$ cat config.mk
export PLATFORM = sky130hd
export DESIGN_NAME = scse_top
export DESIGN_NICKNAME = d
export VERILOG_FILES = /design/src/scse_pkg.sv /design/src/scse_event_core.sv /design/src/scse_sync.sv /design/src/scse_top.sv
export SDC_FILE = /design/constraint.sdc
export NUM_CORES = 1
export LEC_CHECK = 0
export ABC_AREA = 1
export BUFFER_PORTS_ARGS = -buffer_cell sky130_fd_sc_hd__clkbuf_2
export CORE_MARGIN = 3
export CORE_UTILIZATION = 54
export CTS_BUF_LIST = sky130_fd_sc_hd__clkbuf_16
export DETAILED_ROUTE_END_ITERATION = 7
export MAX_ROUTING_LAYER = met4
export PLACE_DENSITY = 0.89
export RECOVER_POWER = 100
export SLEW_MARGIN = 20
export SYNTH_ARGS = -nofsm -noshare
export SYNTH_HDL_FRONTEND = slang
export SYNTH_SLANG_ARGS = --single-unit
$ cat constraint.sdc
create_clock -name i_ref_clk -period 1.8 [get_ports i_ref_clk]
set_input_delay 0.18 -clock i_ref_clk [delete_from_list [all_inputs] [get_ports i_ref_clk]]
set_output_delay 0.18 -clock i_ref_clk [all_outputs]
set_load 0.005 [all_outputs]
$ cat src/scse_pkg.sv
// Purpose: shared constants for the socket status-change event block
// Assumes: byte offsets inside one function's socket register window
// Notes:   every function carries an identical copy of this map
`default_nettype none

package scse_pkg;

  // ==========================================================================
  // register window
  // ==========================================================================
  localparam int          ADDR_W        = 6;
  localparam int          DATA_W        = 32;
  localparam logic [5:0]  OFF_FLAGS     = 6'h00;
  localparam logic [5:0]  OFF_ENABLES   = 6'h04;
  localparam logic [5:0]  OFF_STATE     = 6'h08;
  localparam logic [5:0]  OFF_FORCE     = 6'h0c;
  localparam logic [5:0]  OFF_CONTROL   = 6'h10;
  localparam logic [5:0]  OFF_RSVD_LO   = 6'h14;
  localparam logic [5:0]  OFF_RSVD_HI   = 6'h1c;
  localparam logic [5:0]  OFF_PWR_MGMT  = 6'h20;
  localparam logic [31:0] READ_ZERO     = 32'h0000_0000;

  // ==========================================================================
  // event flags and enables, low nibble of their words
  // ==========================================================================
  localparam int          EV_W          = 4;
  localparam int          EV_CARD_STAT  = 0;
  localparam int          EV_DETECT_ONE = 1;
  localparam int          EV_DETECT_TWO = 2;
  localparam int          EV_POWER_CYC  = 3;
  localparam logic [3:0]  FLAGS_RESET   = 4'h0;
  localparam logic [3:0]  ENABLES_RESET = 4'h0;
  localparam logic [1:0]  DETECT_EN_ON  = 2'h3;

  // ==========================================================================
  // current state word
  // ==========================================================================
  localparam int          ST_CARDBUS    = 5;
  localparam logic [31:0] SOCKET_CAPS   = 32'h3000_0000;
  localparam logic [31:0] FORCE_OVR_MSK = 32'hc000_3c00;
  localparam logic [31:0] OVR_RESET     = 32'h0000_0000;

  // ==========================================================================
  // control and power management
  // ==========================================================================
  localparam int          CONTROL_W     = 8;
  localparam logic [7:0]  CONTROL_RESET = 8'h00;
  localparam int          PM_PME_EN     = 0;
  localparam int          PM_CTX_LO     = 8;
  localparam int          PM_CTX_W      = 8;
  localparam logic [7:0]  PM_CTX_RESET  = 8'h00;

endpackage : scse_pkg

`default_nettype wire

$ cat src/scse_event_core.sv
// Purpose: sticky change flags, enables and interrupt for one function
// Assumes: set and clear vectors are one-cycle qualified by the caller
// Notes:   context reset is built by the caller from the reset policy
`default_nettype none

module scse_event_core (
  input  wire logic        i_ref_clk,
  input  wire logic        i_ctx_rst,
  input  wire logic [3:0]  i_set,
  input  wire logic [3:0]  i_clear,
  input  wire logic        i_enables_we,
  input  wire logic [3:0]  i_enables_wdata,
  output logic      [3:0]  o_flags,
  output logic      [3:0]  o_enables,
  output logic             o_irq
);

  // ==========================================================================
  // flags and enables
  // ==========================================================================
  logic [3:0] flags_reg;
  logic [3:0] flags_next;
  logic [3:0] enables_reg;
  logic [3:0] enables_next;
  logic [3:0] gate_next;
  logic       irq_reg;
  logic       detect_on;

  assign flags_next   = (flags_reg & ~i_clear) | i_set;
  assign enables_next = i_enables_we ? i_enables_wdata : enables_reg;
  assign detect_on    = (enables_next[scse_pkg::EV_DETECT_TWO:scse_pkg::EV_DETECT_ONE] == scse_pkg::DETECT_EN_ON);
  assign gate_next    = {enables_next[scse_pkg::EV_POWER_CYC], detect_on, detect_on,
                         enables_next[scse_pkg::EV_CARD_STAT]};

  always_ff @(posedge i_ref_clk) begin
    if (i_ctx_rst) begin
      flags_reg   <= scse_pkg::FLAGS_RESET;
      enables_reg <= scse_pkg::ENABLES_RESET;
      irq_reg     <= 1'b0;
    end else begin
      flags_reg   <= flags_next;
      enables_reg <= enables_next;
      irq_reg     <= |(flags_next & gate_next);
    end
  end

  assign o_flags   = flags_reg;
  assign o_enables = enables_reg;
  assign o_irq     = irq_reg;

endmodule : scse_event_core

`default_nettype wire

$ cat src/scse_sync.sv
// Purpose: two-flop synchroniser for socket pins and the bus reset
// Assumes: bits are independent levels; no word coherence
// Notes:   first stage feeds only the second stage
`default_nettype none

module scse_sync #(
  parameter int               W       = 1,
  parameter logic [W-1:0]     RST_VAL = '0
) (
  input  wire logic           i_ref_clk,
  input  wire logic           i_rst,
  input  wire logic [W-1:0]   i_async,
  output logic      [W-1:0]   o_sync
);

  // ==========================================================================
  // two stages
  // ==========================================================================
  logic [W-1:0] meta_reg;
  logic [W-1:0] sync_reg;

  always_ff @(posedge i_ref_clk) begin
    if (i_rst) begin
      meta_reg <= RST_VAL;
      sync_reg <= RST_VAL;
    end else begin
      meta_reg <= i_async;
      sync_reg <= meta_reg;
    end
  end

  assign o_sync = sync_reg;

endmodule : scse_sync

`default_nettype wire

$ cat src/scse_top.sv
// Purpose: socket register window with change events, one copy per function
// Assumes: i_rst is the global reset; bus reset arrives as a pin
// Notes:   reads answer one cycle later through a registered data word
`default_nettype none

module scse_top #(
  parameter int NUM_FUNC = 2
) (
  input  wire logic                              i_ref_clk,
  input  wire logic                              i_rst,
  input  wire logic                              i_bus_reset_n,
  input  wire logic [NUM_FUNC-1:0]               i_reg_sel,
  input  wire logic                              i_reg_wr,
  input  wire logic                              i_reg_rd,
  input  wire logic [scse_pkg::ADDR_W-1:0]       i_reg_addr,
  input  wire logic [3:0]                        i_reg_be,
  input  wire logic [scse_pkg::DATA_W-1:0]       i_reg_wdata,
  output logic      [scse_pkg::DATA_W-1:0]       o_reg_rdata,
  output logic                                   o_reg_rvalid,
  input  wire logic [NUM_FUNC-1:0]               i_power_cycle,
  input  wire logic [NUM_FUNC-1:0]               i_detect_one,
  input  wire logic [NUM_FUNC-1:0]               i_detect_two,
  input  wire logic [NUM_FUNC-1:0]               i_card_status_line,
  input  wire logic [NUM_FUNC-1:0]               i_card_reset,
  input  wire logic [NUM_FUNC-1:0]               i_cardbus_card,
  output logic      [NUM_FUNC-1:0]               o_status_change_interrupt
);

  // ==========================================================================
  // helpers
  // ==========================================================================
  function automatic logic [31:0] lane_mask(input logic [3:0] be);
    lane_mask = {{8{be[3]}}, {8{be[2]}}, {8{be[1]}}, {8{be[0]}}};
  endfunction : lane_mask

  localparam int WORD_LSB = 2;

  // word compare ignores the two byte bits of the address
  function automatic logic word_hit(input logic [scse_pkg::ADDR_W-1:0] addr,
                                    input logic [scse_pkg::ADDR_W-1:0] off);
    word_hit = (addr[scse_pkg::ADDR_W-1:WORD_LSB] == off[scse_pkg::ADDR_W-1:WORD_LSB]);
  endfunction : word_hit

  // ==========================================================================
  // pin synchronisation
  // ==========================================================================
  // all socket lines share one synchroniser word; bus reset rides in the top bit
  localparam int PIN_GROUPS = 6;
  localparam int GRP_PWR    = 0;
  localparam int GRP_CD1    = 1;
  localparam int GRP_CD2    = 2;
  localparam int GRP_CST    = 3;
  localparam int GRP_CRST   = 4;
  localparam int GRP_CBUS   = 5;

  localparam int SYNC_W = NUM_FUNC * PIN_GROUPS + 1;
  localparam logic [SYNC_W-1:0] SYNC_RST = {1'b1, {(SYNC_W-1){1'b0}}};

  logic [SYNC_W-1:0]   pins_async;
  logic [SYNC_W-1:0]   pins_sync;
  logic [NUM_FUNC-1:0] pwr_s;
  logic [NUM_FUNC-1:0] cd1_s;
  logic [NUM_FUNC-1:0] cd2_s;
  logic [NUM_FUNC-1:0] cst_s;
  logic [NUM_FUNC-1:0] crst_s;
  logic [NUM_FUNC-1:0] cbus_s;
  logic                bus_rst_s;

  assign pins_async = {i_bus_reset_n, i_cardbus_card, i_card_reset, i_card_status_line,
                       i_detect_two, i_detect_one, i_power_cycle};

  scse_sync #(
    .W       (SYNC_W),
    .RST_VAL (SYNC_RST)
  ) u_sync (
    .i_ref_clk (i_ref_clk),
    .i_rst     (i_rst),
    .i_async   (pins_async),
    .o_sync    (pins_sync)
  );

  assign pwr_s     = pins_sync[NUM_FUNC*GRP_PWR  +: NUM_FUNC];
  assign cd1_s     = pins_sync[NUM_FUNC*GRP_CD1  +: NUM_FUNC];
  assign cd2_s     = pins_sync[NUM_FUNC*GRP_CD2  +: NUM_FUNC];
  assign cst_s     = pins_sync[NUM_FUNC*GRP_CST  +: NUM_FUNC];
  assign crst_s    = pins_sync[NUM_FUNC*GRP_CRST +: NUM_FUNC];
  assign cbus_s    = pins_sync[NUM_FUNC*GRP_CBUS +: NUM_FUNC];
  // bus reset is active low at the pin
  assign bus_rst_s = ~pins_sync[SYNC_W-1];

  // ==========================================================================
  // access decode, shared by all functions
  // ==========================================================================
  logic [31:0] wmask;
  logic        hit_flags;
  logic        hit_enables;
  logic        hit_state;
  logic        hit_force;
  logic        hit_control;
  logic        hit_pm;
  logic        any_sel;

  assign wmask       = i_reg_wdata & lane_mask(i_reg_be);
  assign any_sel     = |i_reg_sel;
  assign hit_flags   = word_hit(i_reg_addr, scse_pkg::OFF_FLAGS);
  assign hit_enables = word_hit(i_reg_addr, scse_pkg::OFF_ENABLES);
  assign hit_state   = word_hit(i_reg_addr, scse_pkg::OFF_STATE);
  assign hit_force   = word_hit(i_reg_addr, scse_pkg::OFF_FORCE);
  assign hit_control = word_hit(i_reg_addr, scse_pkg::OFF_CONTROL);
  assign hit_pm      = word_hit(i_reg_addr, scse_pkg::OFF_PWR_MGMT);

  // ==========================================================================
  // per-function register sets
  // ==========================================================================
  logic [NUM_FUNC-1:0][31:0] func_rdata;

  for (genvar f = 0; f < NUM_FUNC; f++) begin : g_func

    logic        wr_here;
    logic        ctx_rst;
    logic [3:0]  set_vec;
    logic [3:0]  clr_vec;
    logic [3:0]  force_vec;
    logic [3:0]  flags;
    logic [3:0]  enables;
    logic        irq;
    logic        cst_rise;
    logic        cst_fall;
    logic        cst_change;
    logic        reset_end;
    logic        enables_we;
    logic [31:0] state_word;
    logic [31:0] rd_word;

    logic        prev_pwr_reg;
    logic        prev_cd1_reg;
    logic        prev_cd2_reg;
    logic        prev_cst_reg;
    logic        prev_crst_reg;
    logic [31:0] ovr_reg;
    logic [31:0] ovr_next;
    logic [scse_pkg::CONTROL_W-1:0] control_reg;
    logic [scse_pkg::CONTROL_W-1:0] control_next;
    logic        pme_en_reg;
    logic        pme_en_next;
    logic [scse_pkg::PM_CTX_W-1:0]  pm_ctx_reg;
    logic [scse_pkg::PM_CTX_W-1:0]  pm_ctx_next;

    assign wr_here = i_reg_sel[f] & i_reg_wr;

    // reset policy by PME
    // pme enable is not context, so a bus reset cannot undo the policy itself
    assign ctx_rst = i_rst | (bus_rst_s & ~pme_en_reg);

    // ------------------------------------------------------------------------
    // change detection on synchronised lines
    // ------------------------------------------------------------------------
    assign cst_rise   = cst_s[f] & ~prev_cst_reg;
    assign cst_fall   = ~cst_s[f] & prev_cst_reg;
    // edge choice by card type
    // card type passes the same sync, so it ages in step with the line
    assign cst_change = cbus_s[f] ? cst_rise : (cst_rise | cst_fall);
    assign reset_end  = prev_crst_reg & ~crst_s[f];

    assign force_vec = (wr_here & hit_force) ? wmask[scse_pkg::EV_W-1:0] : 4'h0;

    // flags say only that something changed
    assign set_vec[scse_pkg::EV_POWER_CYC]  = (pwr_s[f] ^ prev_pwr_reg)
                                            | force_vec[scse_pkg::EV_POWER_CYC];
    assign set_vec[scse_pkg::EV_DETECT_TWO] = (cd2_s[f] ^ prev_cd2_reg) | (reset_end & cd2_s[f])
                                            | force_vec[scse_pkg::EV_DETECT_TWO];
    assign set_vec[scse_pkg::EV_DETECT_ONE] = (cd1_s[f] ^ prev_cd1_reg) | (reset_end & cd1_s[f])
                                            | force_vec[scse_pkg::EV_DETECT_ONE];
    assign set_vec[scse_pkg::EV_CARD_STAT]  = cst_change | (reset_end & cst_s[f])
                                            | force_vec[scse_pkg::EV_CARD_STAT];

    assign clr_vec    = (wr_here & hit_flags) ? wmask[scse_pkg::EV_W-1:0] : 4'h0;
    assign enables_we = wr_here & hit_enables & i_reg_be[0];

    scse_event_core u_core (
      .i_ref_clk       (i_ref_clk),
      .i_ctx_rst       (ctx_rst),
      .i_set           (set_vec),
      .i_clear         (clr_vec),
      .i_enables_we    (enables_we),
      .i_enables_wdata (i_reg_wdata[scse_pkg::EV_W-1:0]),
      .o_flags         (flags),
      .o_enables       (enables),
      .o_irq           (irq)
    );

    assign o_status_change_interrupt[f] = irq;

    // ------------------------------------------------------------------------
    // forced state bits, control and power management
    // ------------------------------------------------------------------------
    // forced bits stay visible
    assign ovr_next     = (wr_here & hit_force) ? (ovr_reg | (wmask & scse_pkg::FORCE_OVR_MSK))
                        : ovr_reg;
    assign control_next = (wr_here & hit_control & i_reg_be[0])
                        ? i_reg_wdata[scse_pkg::CONTROL_W-1:0] : control_reg;
    assign pme_en_next  = (wr_here & hit_pm & i_reg_be[0])
                        ? i_reg_wdata[scse_pkg::PM_PME_EN] : pme_en_reg;
    assign pm_ctx_next  = (wr_here & hit_pm & i_reg_be[1])
                        ? i_reg_wdata[scse_pkg::PM_CTX_LO +: scse_pkg::PM_CTX_W] : pm_ctx_reg;

    // previous samples only track lines, so the global reset suffices
    always_ff @(posedge i_ref_clk) begin
      if (i_rst) begin
        prev_pwr_reg  <= 1'b0;
        prev_cd1_reg  <= 1'b0;
        prev_cd2_reg  <= 1'b0;
        prev_cst_reg  <= 1'b0;
        prev_crst_reg <= 1'b0;
      end else begin
        prev_pwr_reg  <= pwr_s[f];
        prev_cd1_reg  <= cd1_s[f];
        prev_cd2_reg  <= cd2_s[f];
        prev_cst_reg  <= cst_s[f];
        prev_crst_reg <= crst_s[f];
      end
    end

    always_ff @(posedge i_ref_clk) begin
      if (ctx_rst) begin
        ovr_reg     <= scse_pkg::OVR_RESET;
        control_reg <= scse_pkg::CONTROL_RESET;
        pm_ctx_reg  <= scse_pkg::PM_CTX_RESET;
      end else begin
        ovr_reg     <= ovr_next;
        control_reg <= control_next;
        pm_ctx_reg  <= pm_ctx_next;
      end
    end

    always_ff @(posedge i_ref_clk) begin
      if (i_rst) begin
        pme_en_reg <= 1'b0;
      end else begin
        pme_en_reg <= pme_en_next;
      end
    end

    // ------------------------------------------------------------------------
    // read data for this function
    // ------------------------------------------------------------------------
    always_comb begin
      state_word = scse_pkg::SOCKET_CAPS | ovr_reg;
      state_word[scse_pkg::EV_POWER_CYC]  = pwr_s[f];
      state_word[scse_pkg::EV_DETECT_TWO] = cd2_s[f];
      state_word[scse_pkg::EV_DETECT_ONE] = cd1_s[f];
      state_word[scse_pkg::EV_CARD_STAT]  = cst_s[f];
      state_word[scse_pkg::ST_CARDBUS]    = cbus_s[f];
    end

    // reserved gap and unmapped words fall through to zero
    always_comb begin
      rd_word = scse_pkg::READ_ZERO;
      if (hit_flags) begin
        rd_word[scse_pkg::EV_W-1:0] = flags;
      end else if (hit_enables) begin
        rd_word[scse_pkg::EV_W-1:0] = enables;
      end else if (hit_state) begin
        rd_word = state_word;
      end else if (hit_control) begin
        rd_word[scse_pkg::CONTROL_W-1:0] = control_reg;
      end else if (hit_pm) begin
        rd_word[scse_pkg::PM_PME_EN] = pme_en_reg;
        rd_word[scse_pkg::PM_CTX_LO +: scse_pkg::PM_CTX_W] = pm_ctx_reg;
      end
    end

    // unselected functions feed zero into the merge
    assign func_rdata[f] = i_reg_sel[f] ? rd_word : scse_pkg::READ_ZERO;

  end : g_func

  // ==========================================================================
  // read return
  // ==========================================================================
  logic [31:0] rd_merge;
  logic [31:0] rdata_reg;
  logic        rvalid_reg;

  // selects are one-hot; an overlap would merge words rather than hang
  always_comb begin
    rd_merge = scse_pkg::READ_ZERO;
    for (int k = 0; k < NUM_FUNC; k++) begin
      rd_merge = rd_merge | func_rdata[k];
    end
  end

  // a read without any select gets no answer and zero data
  always_ff @(posedge i_ref_clk) begin
    if (i_rst) begin
      rdata_reg  <= scse_pkg::READ_ZERO;
      rvalid_reg <= 1'b0;
    end else begin
      rdata_reg  <= (i_reg_rd & any_sel) ? rd_merge : scse_pkg::READ_ZERO;
      rvalid_reg <= i_reg_rd & any_sel;
    end
  end

  // idle zero lets an outer return path OR this word with others
  assign o_reg_rdata  = rdata_reg;
  assign o_reg_rvalid = rvalid_reg;

endmodule : scse_top

`default_nettype wire
==> results of run 1 <==
==> placed cells by master (no fill, tap or decap), drive strengths merged, types with 5 or more instances in the layout <==
cell type    count
o22ai            9
inv            105
buf              9
o21ai           33
conb            12
clkbuf          86
nand3           19
a21oi           62
dfxtp          120
clkinv           8
a211oi           6
or2              8
nor3             5
nor2           108
nand2          166
dlygate4sd3     13
==> worst min-delay path by stage <==
stage	startpoint	end	slack (ns)	cells after the start
final	i_reg_wdata[9]	g_func[1].pm_ctx_reg[1]	0.03	3
after global routing	i_reg_wdata[9]	g_func[1].pm_ctx_reg[1]	0.03	3
after CTS	i_reg_wdata[9]	g_func[1].pm_ctx_reg[1]	0.02	3
after detailed placement	i_card_reset[0]	u_sync.meta_reg[8]	0.38	3
after global placement	i_card_status_line[0]	u_sync.meta_reg[6]	0.37	3
after floorplan	i_bus_reset_n	u_sync.meta_reg[12]	0.28	1
==> worst reg2reg max path, delay by kind of cell, from the launching register on <==
kind / cells / cell delay, ns
simple gates: 8 / 0.59
flops: 1 / 0.36
fa+ha+maj: 1 / 0.31
compound gates: 1 / 0.14
==> per-stage QoR <==
step / cells / area, sq um
2_1_floorplan: 697 / 5040
3_5_place_dp: 850 / 5393
6_report: 893 / 5939
3_3_place_gp: 850 / 5393
5_1_grt: 893 / 5939
4_1_cts: 893 / 6017
==> cells by family (layout without fill, tap and decap cells) <==
| kind of cell | count (synthesis) | in the layout | share of synthesized area (%) |
|---|---|---|---|
| AND/OR/NAND/NOR | 308 | 308 | 26.33 |
| buffers and inverters | 137 | 225 | 11.94 |
| flip-flops | 120 | 120 | 48.06 |
| AO/OA/AOI/OAI | 116 | 116 | 12.74 |
| adder cells (fa/ha/maj) | 2 | 2 | 0.5005 |
| XOR/XNOR | 2 | 2 | 0.3505 |
| other | 1 | 12 | 0.07502 |
==> cell type report <==
| cell class | count | area (sq um) | area share (%) |
|---|---|---|---|
| sequential | 120 | 2402 | 40.45 |
| multi-input combinational | 440 | 1997 | 33.62 |
| timing repair buffer | 91 | 520.5 | 8.763 |
| clock buffer | 17 | 425.4 | 7.162 |
| inverter | 104 | 390.4 | 6.573 |
| tap | 108 | 135.1 | 2.275 |
| clock inverter | 13 | 68.82 | 1.159 |
==> power by group <==
group	switching, mW	internal, mW	leakage [nW]
Combinational	0.252	0.134	1.48
Clock	1.12	1.70	0.241
Sequential	0.0242	2.71	0.975
Total	1.40	4.55	2.69
==> routing by layer <==
layer  share of wire, %  global-route usage, %  vias to the layer above  routed length (um)
met5                  0                      -                        -                   0
met4                2.9                  11.60                        0                 364
met3                7.0                  5.461                       31                 869
met2                 50                  45.18                      175                6267
met1                 40                  28.29                     2049                4950
li1                   -                      -                     2274                   -
==> impl_results.md, run 1 <==
* Cell family with most CP delay: simple AND/OR/NAND/NOR gates
* Cells along the critical path: clkbuf_1 -> nor2_1 -> nand2_1 -> inv_2 -> nand2_1 -> inv_1 -> nor2_1 -> a211oi_1
* Required @ worst endpoint at 2.11 ns
* Skew final at 0.006672 ns
* Final Max Tran Viols at 0
* Setup violations, final at 0
* GPL Wtd Cong at 0.9577
* Filler Cell Count at 748
* Mapped cell area at roughly 5000 sq um
* DP HPWL at 9021 um
* Initial DRC count at around 280
* Max FO, Critical Path at 12
* Largest net degree at the start of global routing at 37
* Register area share after synthesis at between 40% and 50%
* Yosys cell types at 33
* Syn. warnings at 0
* Final Net Count at 837
* Path type of the worst setup path: input port to flop
* Routed wire length at 12,450 um
* Post-CTS setup buffers at 0
* Top cell type by total area after synthesis: dfxtp_1
* Hold WS at 0.02811 ns
* Async S/R FF share, synth at 0%
* Max-cap viol count at 0
* DRC viols at 0
* First-pass GRT wire length at approximately 20,000 um
* Power density cells at 1000 nW/um^2
* Initial antenna violation count at 0
* Max reg flops at 19
* Die area at approximately 10,000 sq um
* # port buffers at 66
* Worst reg2reg path startpoint: u_sync.o_sync[6]
* Total power at 5.941 mW
* Area Growth Syn to Fin at 18.82%
* Reg2reg end: g_func[0].u_core.o_irq
* Avg Vias per Cell at 5.072
* Clock transition at path regs at 0.05 ns
* Stages on the worst setup path at 8
* Endpoints failing hold at 0
* Pre-CTS WS at about 0.15 ns
* Final worst path period need at between 1.5 and 2 ns
* Slew headroom at 43.90%
* Drt pass-1 iters at 6
* TritonCTS clock tree: yes
* Aggregate global routing overflow at 0
* Top-count cell post-synth: nand2_1
* #FFs+latches synth at 120
* RSZ-0062 raised after global routing: no
* Least-Margin Pin Slew at about 0.84 ns
* Top-area cell type share of the netlist area at 48.06%
* CTS Root Cell: clkbuf_16
* Synth cell count leaders: 160 x nand2_1, 120 x dfxtp_1, 99 x nor2_1
* Area contributors post-synth: dfxtp_1 48%, nand2_1 12%, nor2_1 7.4%
* Crit. End Element: flop
* Buf/Inv on CP at 3
* Mapped Avg Cell Area at roughly 7.3 sq um
* Setup WS post-layout at 0.2255 ns
* Depth of the most critical reg-to-reg path at 10
* Slowest CP cell: nor2_1
* Post-synth EDFFs at 0
* Sink Count at 120
* Io pins at 96
* Status: finished clean
* Worst skew pair latency at 0.40 ns
* Rows at 34
* Critical path data arrival time at between 1.5 and 2 ns
* Die Span X at 102.2 um
* Core Area at 8848 sq um
* CP max stage delay at 0.33 ns
* Number of global-route vias before repair at 4,472
* Cts bufs inserted at 17
* Startpoint Class: input port
* Vias at 4,529
* Die height at 102.2 um
* Crit share post-route at just under 90%
* Critical Path End: g_func[0].control_reg[0]
* Tot GR Track Use at 25.91%
* VDD IR-drop max at about 850 uV
* Final core occ at 67.12%
* Fmax at 635.1 MHz
* Worst hold path class: input port to flop
* Prevailing post-synth register cell: dfxtp_1
* CTS resizes at 0
* Setup crit start: i_reg_addr[3]
* Static Leak at 2.693 nW
* Clk buf depth at 2
* Setup TNS at 0 ns
* Share of cells above drive strength 1 at 14.27%
* Antenna Diode Count at 0
* Cells after Synth at 686
* Initial Util at 56.49%
* R2R Setup Slk at about 0.27 ns
* Routed Antenna Nets at 0
* Hold Buf Count CTS at 13
* Avg WL per Cell at approximately 14 um
* H-tree Lvls at 4
Power figures use the tool's default switching activity.
==> run 2: changes to the inputs <==
--- a/config.mk
+++ b/config.mk
@@ -12,8 +12,7 @@
 export CTS_BUF_LIST = sky130_fd_sc_hd__clkbuf_16
 export DETAILED_ROUTE_END_ITERATION = 7
 export MAX_ROUTING_LAYER = met4
-export PLACE_DENSITY = 0.89
-export RECOVER_POWER = 100
+export PLACE_DENSITY_LB_ADDON = 0.2
 export SLEW_MARGIN = 20
 export SYNTH_ARGS = -nofsm -noshare
 export SYNTH_HDL_FRONTEND = slang
==> run 2 against run 1 <==
Against the previous run: die area unchanged; via count up 0.13%; largest cell class unchanged; critical path type is now flop to flop; global-route usage up 0.51 points.
==> impl_results.md, run 2 (synthesis results as in run 1) <==
* Power density cells at 1090 nW/um^2 (+9.0%)
* Final Max Tran Viols at 0 (unchanged)
* Critical Path End: g_func[0].u_core.o_irq
* Area Growth Syn to Fin at 23.65%
* Fmax at 633.8 MHz (-0.20%)
* Worst hold path class: input port to flop
* Max FO, Critical Path at 4 (-8)
* Critical path data arrival time at 1.87 ns (about the same)
* Hold WS at 0.009826 ns (-0.01828 ns)
* Number of global-route vias before repair at 4,388 (-1.9%)
* Tot GR Track Use at 26.42% (+0.51 points)
* Commonest non-fill, non-tap cells in the layout: 160 x nand2_1, 120 x dfxtp_1, 99 x nor2_1
* Skew final at 0.01472 ns (+0.008046 ns)
* TritonCTS clock tree: yes
* Worst reg2reg path startpoint: u_sync.o_sync[6]
* Path type of the worst setup path: flop to flop
* Status: finished clean
* Vias at 4,535 (+0.13%)
* Initial antenna violation count at 0 (unchanged)
* Setup crit start: u_sync.o_sync[6]
* Endpoints failing hold at 0 (unchanged)
* Initial Util at 56.49% (unchanged)
* Setup violations, final at 0 (unchanged)
* Initial DRC count at 252 (-8.7%)
* Avg Vias per Cell at 5.061 (-0.20%)
* Cts bufs inserted at 17 (unchanged)
* Die height at 102.2 um (unchanged)
* Depth of the most critical reg-to-reg path at 10 (unchanged)
* Io pins at 96 (unchanged)
* Die Span X at 102.2 um (unchanged)
* H-tree Lvls at 4 (unchanged)
* Setup WS post-layout at 0.2223 ns (-0.003151 ns)
* Filler Cell Count at 732 (-2.1%)
* Final core occ at 69.85% (+2.7 points)
* Most common cell after layout, fill and taps aside: nand2_1
* Routed Antenna Nets at 0 (unchanged)
* Share of cells above drive strength 1 at 18.91% (+4.6 points)
* Sink Count at 120 (unchanged)
* CTS Root Cell: clkbuf_16
* Final Net Count at 838 (+0.12%)
* DP HPWL at 8874 um (-1.6%)
* Placement Cell Area at 5425 sq um (+0.60%)
* Max reg flops at 19 (unchanged)
* Crit. End Element: flop
* Core Area at 8848 sq um (unchanged)
* Setup TNS at 0 ns (unchanged)
* Static Leak at 2.837 nW (+5.4%)
* Rows at 34 (unchanged)
* Largest net degree at the start of global routing at 36 (-2.7%)
* Slew headroom at 36.44% (-7.5 points)
* # port buffers at 66 (unchanged)
* Die area at 10,450 sq um (unchanged)
* Reg2reg end: g_func[0].u_core.o_irq
* Aggregate global routing overflow at 0 (unchanged)
* Antenna Diode Count at 0 (unchanged)
* Crit share post-route at 87.65% (+0.18 points)
* Drt pass-1 iters at 5 (-1)
* Final worst path period need at 1.578 ns (+0.003151 ns)
* DRC viols at 0 (unchanged)
* Max-cap viol count at 0 (unchanged)
* First-pass GRT wire length at 20,480 um (+1.1%)
* Design Area, Final at 6181 sq um (+4.1%)
* VDD IR-drop max at 579.6 uV (-32%)
* Pre-CTS WS at 0.2035 ns (+0.04854 ns)
* Routed wire length at 12,450 um (about the same)
* Least-Margin Pin Slew at 0.9533 ns (+0.1118 ns)
* Clk buf depth at 2 (unchanged)
* R2R Setup Slk at 0.22 ns (-0.05 ns)
* Avg WL per Cell at 13.89 um (-0.37%)
* GPL Wtd Cong at 0.9268 (-3.2%)
* Worst skew pair latency at 0.42 ns (+0.02 ns)
* RSZ-0062 raised after global routing: no
* Required @ worst endpoint at 2.09 ns (-0.02 ns)
* CTS resizes at 0 (unchanged)
* Clock transition at path regs at 0.06 ns (about the same)
* Startpoint Class: flop
run 2: changes by cell type in the layout (fill, tap and decap cells not counted), moves of 4 or more:
cell / change
bufinv_16: +4
clkbuf_1: -18
clkbuf_2: +15
clkinv_2: -4
clkinv_4: +4
inv_1: -4
nor2_1: -4
run 2: worst min path at each step:
stage                     from                        to  depth (start not counted)
2_1_floorplan    i_bus_reset_n       u_sync.meta_reg[12]                          1
3_3_place_gp     i_bus_reset_n       u_sync.meta_reg[12]                          2
3_5_place_dp     i_bus_reset_n       u_sync.meta_reg[12]                          2
4_1_cts         i_reg_wdata[4]  g_func[1].control_reg[4]                          3
5_1_grt        i_reg_wdata[15]   g_func[0].pm_ctx_reg[7]                          3
6_report       i_reg_wdata[15]   g_func[0].pm_ctx_reg[7]                          3
run 2: worst max-delay path, stage by stage, from the launching register on:
cell,delay [ns]
dfxtp_1,0.37
ha_1,0.31
nor2_1,0.05
a21oi_1,0.11
nand2_1,0.12
nor2_1,0.17
nand2_1,0.06
nand2_1,0.09
nand2_1,0.06
nor2_1,0.08
nor2_1,0.04
run 2: what timing repair did:
action	CTS	global route
hold buffers	13	0
setup buffers	0	0
hold endpoints to repair	13	0
run 2: layer usage:
layer	GRT usage, %	share of wire, %	vias to the layer above
met5	-	0	-
met3	4.642	4.8	27
met4	10.80	2.0	0
met1	29.87	41	2097
met2	46.08	52	133
li1	-	-	2278
run 2: cell type report:
type / instances / area (sq um) / area share (%)
repair buffers: 92 / 583.1 / 9.433
clock buffers: 17 / 425.4 / 6.883
clock inverters: 15 / 200.2 / 3.239
flip-flops and latches: 120 / 2402 / 38.87
inverters: 104 / 390.4 / 6.316
multi-input cells: 440 / 2044 / 33.08
well taps: 108 / 135.1 / 2.186
run 2: metrics by stage:
step,instances,power (mW)
floorplan,697,3.030
detailed placement,851,3.173
global placement,851,3.163
finish,896,6.737
CTS,896,6.754
global route,896,6.933
run 2: where the power goes:
part	total [mW]	switching, mW	internal [mW]
Clock	3.59	1.27	2.32
Combinational	0.411	0.263	0.148
Sequential	2.74	0.0234	2.71
Total	6.74	1.56	5.18
==> run 3: changes to the inputs <==
--- a/config.mk
+++ b/config.mk
@@ -11,6 +11,7 @@
 export CORE_UTILIZATION = 54
 export CTS_BUF_LIST = sky130_fd_sc_hd__clkbuf_16
 export DETAILED_ROUTE_END_ITERATION = 7
+export HOLD_SLACK_MARGIN = 0.06
 export MAX_ROUTING_LAYER = met4
 export PLACE_DENSITY_LB_ADDON = 0.2
 export SLEW_MARGIN = 20
==> run 3 against run 2 <==
Against the previous run: non-clock buffer count rose by 13; first-iteration DRC count is 12% higher; total power is 0.41% higher; global-route usage is 0.34 points higher.
==> impl_results.md, run 3 (synthesis results as in run 1) <==
* Die height at 102.2 um (unchanged)
* Placed Cells at 851 (unchanged)
* Aggregate global routing overflow at 0 (unchanged)
* Final cell count without fillers at 909 (+1.5%)
* Area Growth Syn to Fin at 26.26%
* Crit. End Element: flop
* Design Area, Final at 6311 sq um (+2.1%)
* Io pins at 96 (unchanged)
* Pre-CTS WS at 0.2035 ns (unchanged)
* Sink Count at 120 (unchanged)
* Placement Cell Area at 5425 sq um (unchanged)
* H-tree Lvls at 4 (unchanged)
* Max FO, Critical Path at 4 (unchanged)
* Largest net degree at the start of global routing at 36 (unchanged)
* Final worst path period need at 1.592 ns (+0.01416 ns)
* DRC viols at 0 (unchanged)
* Worst reg2reg path startpoint: u_sync.o_sync[6]
* Tot GR Track Use at 26.76% (+0.34 points)
* Clock transition at path regs at 0.06 ns (about the same)
* Final core occ at 71.32% (+1.5 points)
* Least-Margin Pin Slew at 0.9663 ns (+0.01301 ns)
* Hold Path Origin: i_reg_wdata[31]
* Depth of the most critical reg-to-reg path at 10 (unchanged)
* Worst skew pair latency at 0.42 ns (about the same)
* Setup WS post-layout at 0.2081 ns (-0.01416 ns)
* Setup crit start: u_sync.o_sync[6]
* DP HPWL at 8874 um (unchanged)
* Final Max Tran Viols at 0 (unchanged)
* Rows at 34 (unchanged)
* Setup TNS at 0 ns (unchanged)
* Hold Buf Count CTS at 26 (+13)
* VDD IR-drop max at 579.8 uV (about the same)
* Clk buf depth at 2 (unchanged)
* Max reg flops at 19 (unchanged)
* Die area at 10,450 sq um (unchanged)
* CTS Root Cell: clkbuf_16
* Avg Vias per Cell at 5.031 (-0.60%)
* Reg2reg end: g_func[0].u_core.o_irq
* Startpoint Class: flop
* Hold WS at 0.09134 ns (+0.08151 ns)
* Initial DRC count at 282 (+12%)
* Status: finished clean
* Required @ worst endpoint at 2.09 ns (about the same)
* Slew headroom at 35.57% (-0.87 points)
* RSZ-0062 raised after global routing: no
* Cts bufs inserted at 17 (unchanged)
* Path type of the worst setup path: flop to flop
* Avg WL per Cell at 13.82 um (-0.50%)
* Total power at 6.764 mW (+0.41%)
* # port buffers at 66 (unchanged)
* Final Net Count at 851 (+1.6%)
* Initial Util at 56.49% (unchanged)
* TritonCTS clock tree: yes
* Worst hold path class: input port to flop
* Drt pass-1 iters at 5 (unchanged)
* Antenna Diode Count at 0 (unchanged)
* Most common cell after layout, fill and taps aside: nand2_1
* First-pass GRT wire length at 20,770 um (+1.4%)
* Routed wire length at 12,560 um (+0.95%)
* Vias at 4,573 (+0.84%)
* Share of cells above drive strength 1 at 18.60% (-0.31 points)
* Power density cells at 1072 nW/um^2 (-1.7%)
* Post-CTS setup buffers at 0 (unchanged)
* Crit share post-route at 88.44% (+0.79 points)
* CTS resizes at 0 (unchanged)
* Skew final at 0.01257 ns (-0.002147 ns)
* Initial antenna violation count at 0 (unchanged)
* Core Area at 8848 sq um (unchanged)
* Number of global-route vias before repair at 4,453 (+1.5%)
* GPL Wtd Cong at 0.9268 (unchanged)
* Die Span X at 102.2 um (unchanged)
* R2R Setup Slk at 0.21 ns (about the same)
* Min-Delay Endpoint: g_func[0].ovr_reg[31]
* Static Leak at 2.891 nW (+1.9%)
* Setup violations, final at 0 (unchanged)
* Routed Antenna Nets at 0 (unchanged)
* Hold Path Stages at 5 (+2)
* Fmax at 628.2 MHz (-0.89%)
* Max-cap viol count at 0 (unchanged)
* Critical path data arrival time at 1.89 ns (+0.02 ns)
* Endpoints failing hold at 0 (unchanged)
* Commonest non-fill, non-tap cells in the layout: 160 x nand2_1, 120 x dfxtp_1, 99 x nor2_1
## run 3: cell count changes in the layout (fill, tap and decap cells not counted), sizes merged
cell	change
dlygate4sd3	+13
## run 3: worst max-delay path: stages, from the launching register on
cell	delay (ns)
dfxtp_1	0.37
ha_1	0.32
nor2_1	0.05
a21oi_1	0.11
nand2_1	0.11
nor2_1	0.17
nand2_1	0.07
nand2_1	0.09
nand2_1	0.06
nor2_1	0.08
nor2_1	0.04
## run 3: metal layers
metal	global-route usage [%]	share of wire (%)
met1	30.17	41
met2	46.58	50
met3	4.710	5.5
met4	11.30	2.7
met5	-	0
## run 3: area by class of cell
cell class,count,area [sq um]
clock buffers,17,425.4
flip-flops and latches,120,2402
multi-input cells,440,2044
clock inverters,15,200.2
inverters,104,390.4
fillers,712,2537
well taps,108,135.1
repair buffers,105,713.2
## run 3: how the worst max path moves through the flow
stage / to / slack (ns)
finish: g_func[0].u_core.o_irq / 0.21
global route: g_func[1].u_core.o_irq / 0.10
CTS: g_func[0].u_core.o_irq / 0.23
detailed placement: g_func[1].pm_ctx_reg[0] / 0.20
global placement: g_func[1].pm_ctx_reg[1] / 0.26
floorplan: g_func[0].u_core.o_irq / 0.53
## run 3: where the power goes
group | internal, mW | total (mW) | switching [mW]
clock | 2.32 | 3.60 | 1.27
combinational | 0.166 | 0.434 | 0.268
sequential | 2.71 | 2.74 | 0.0234
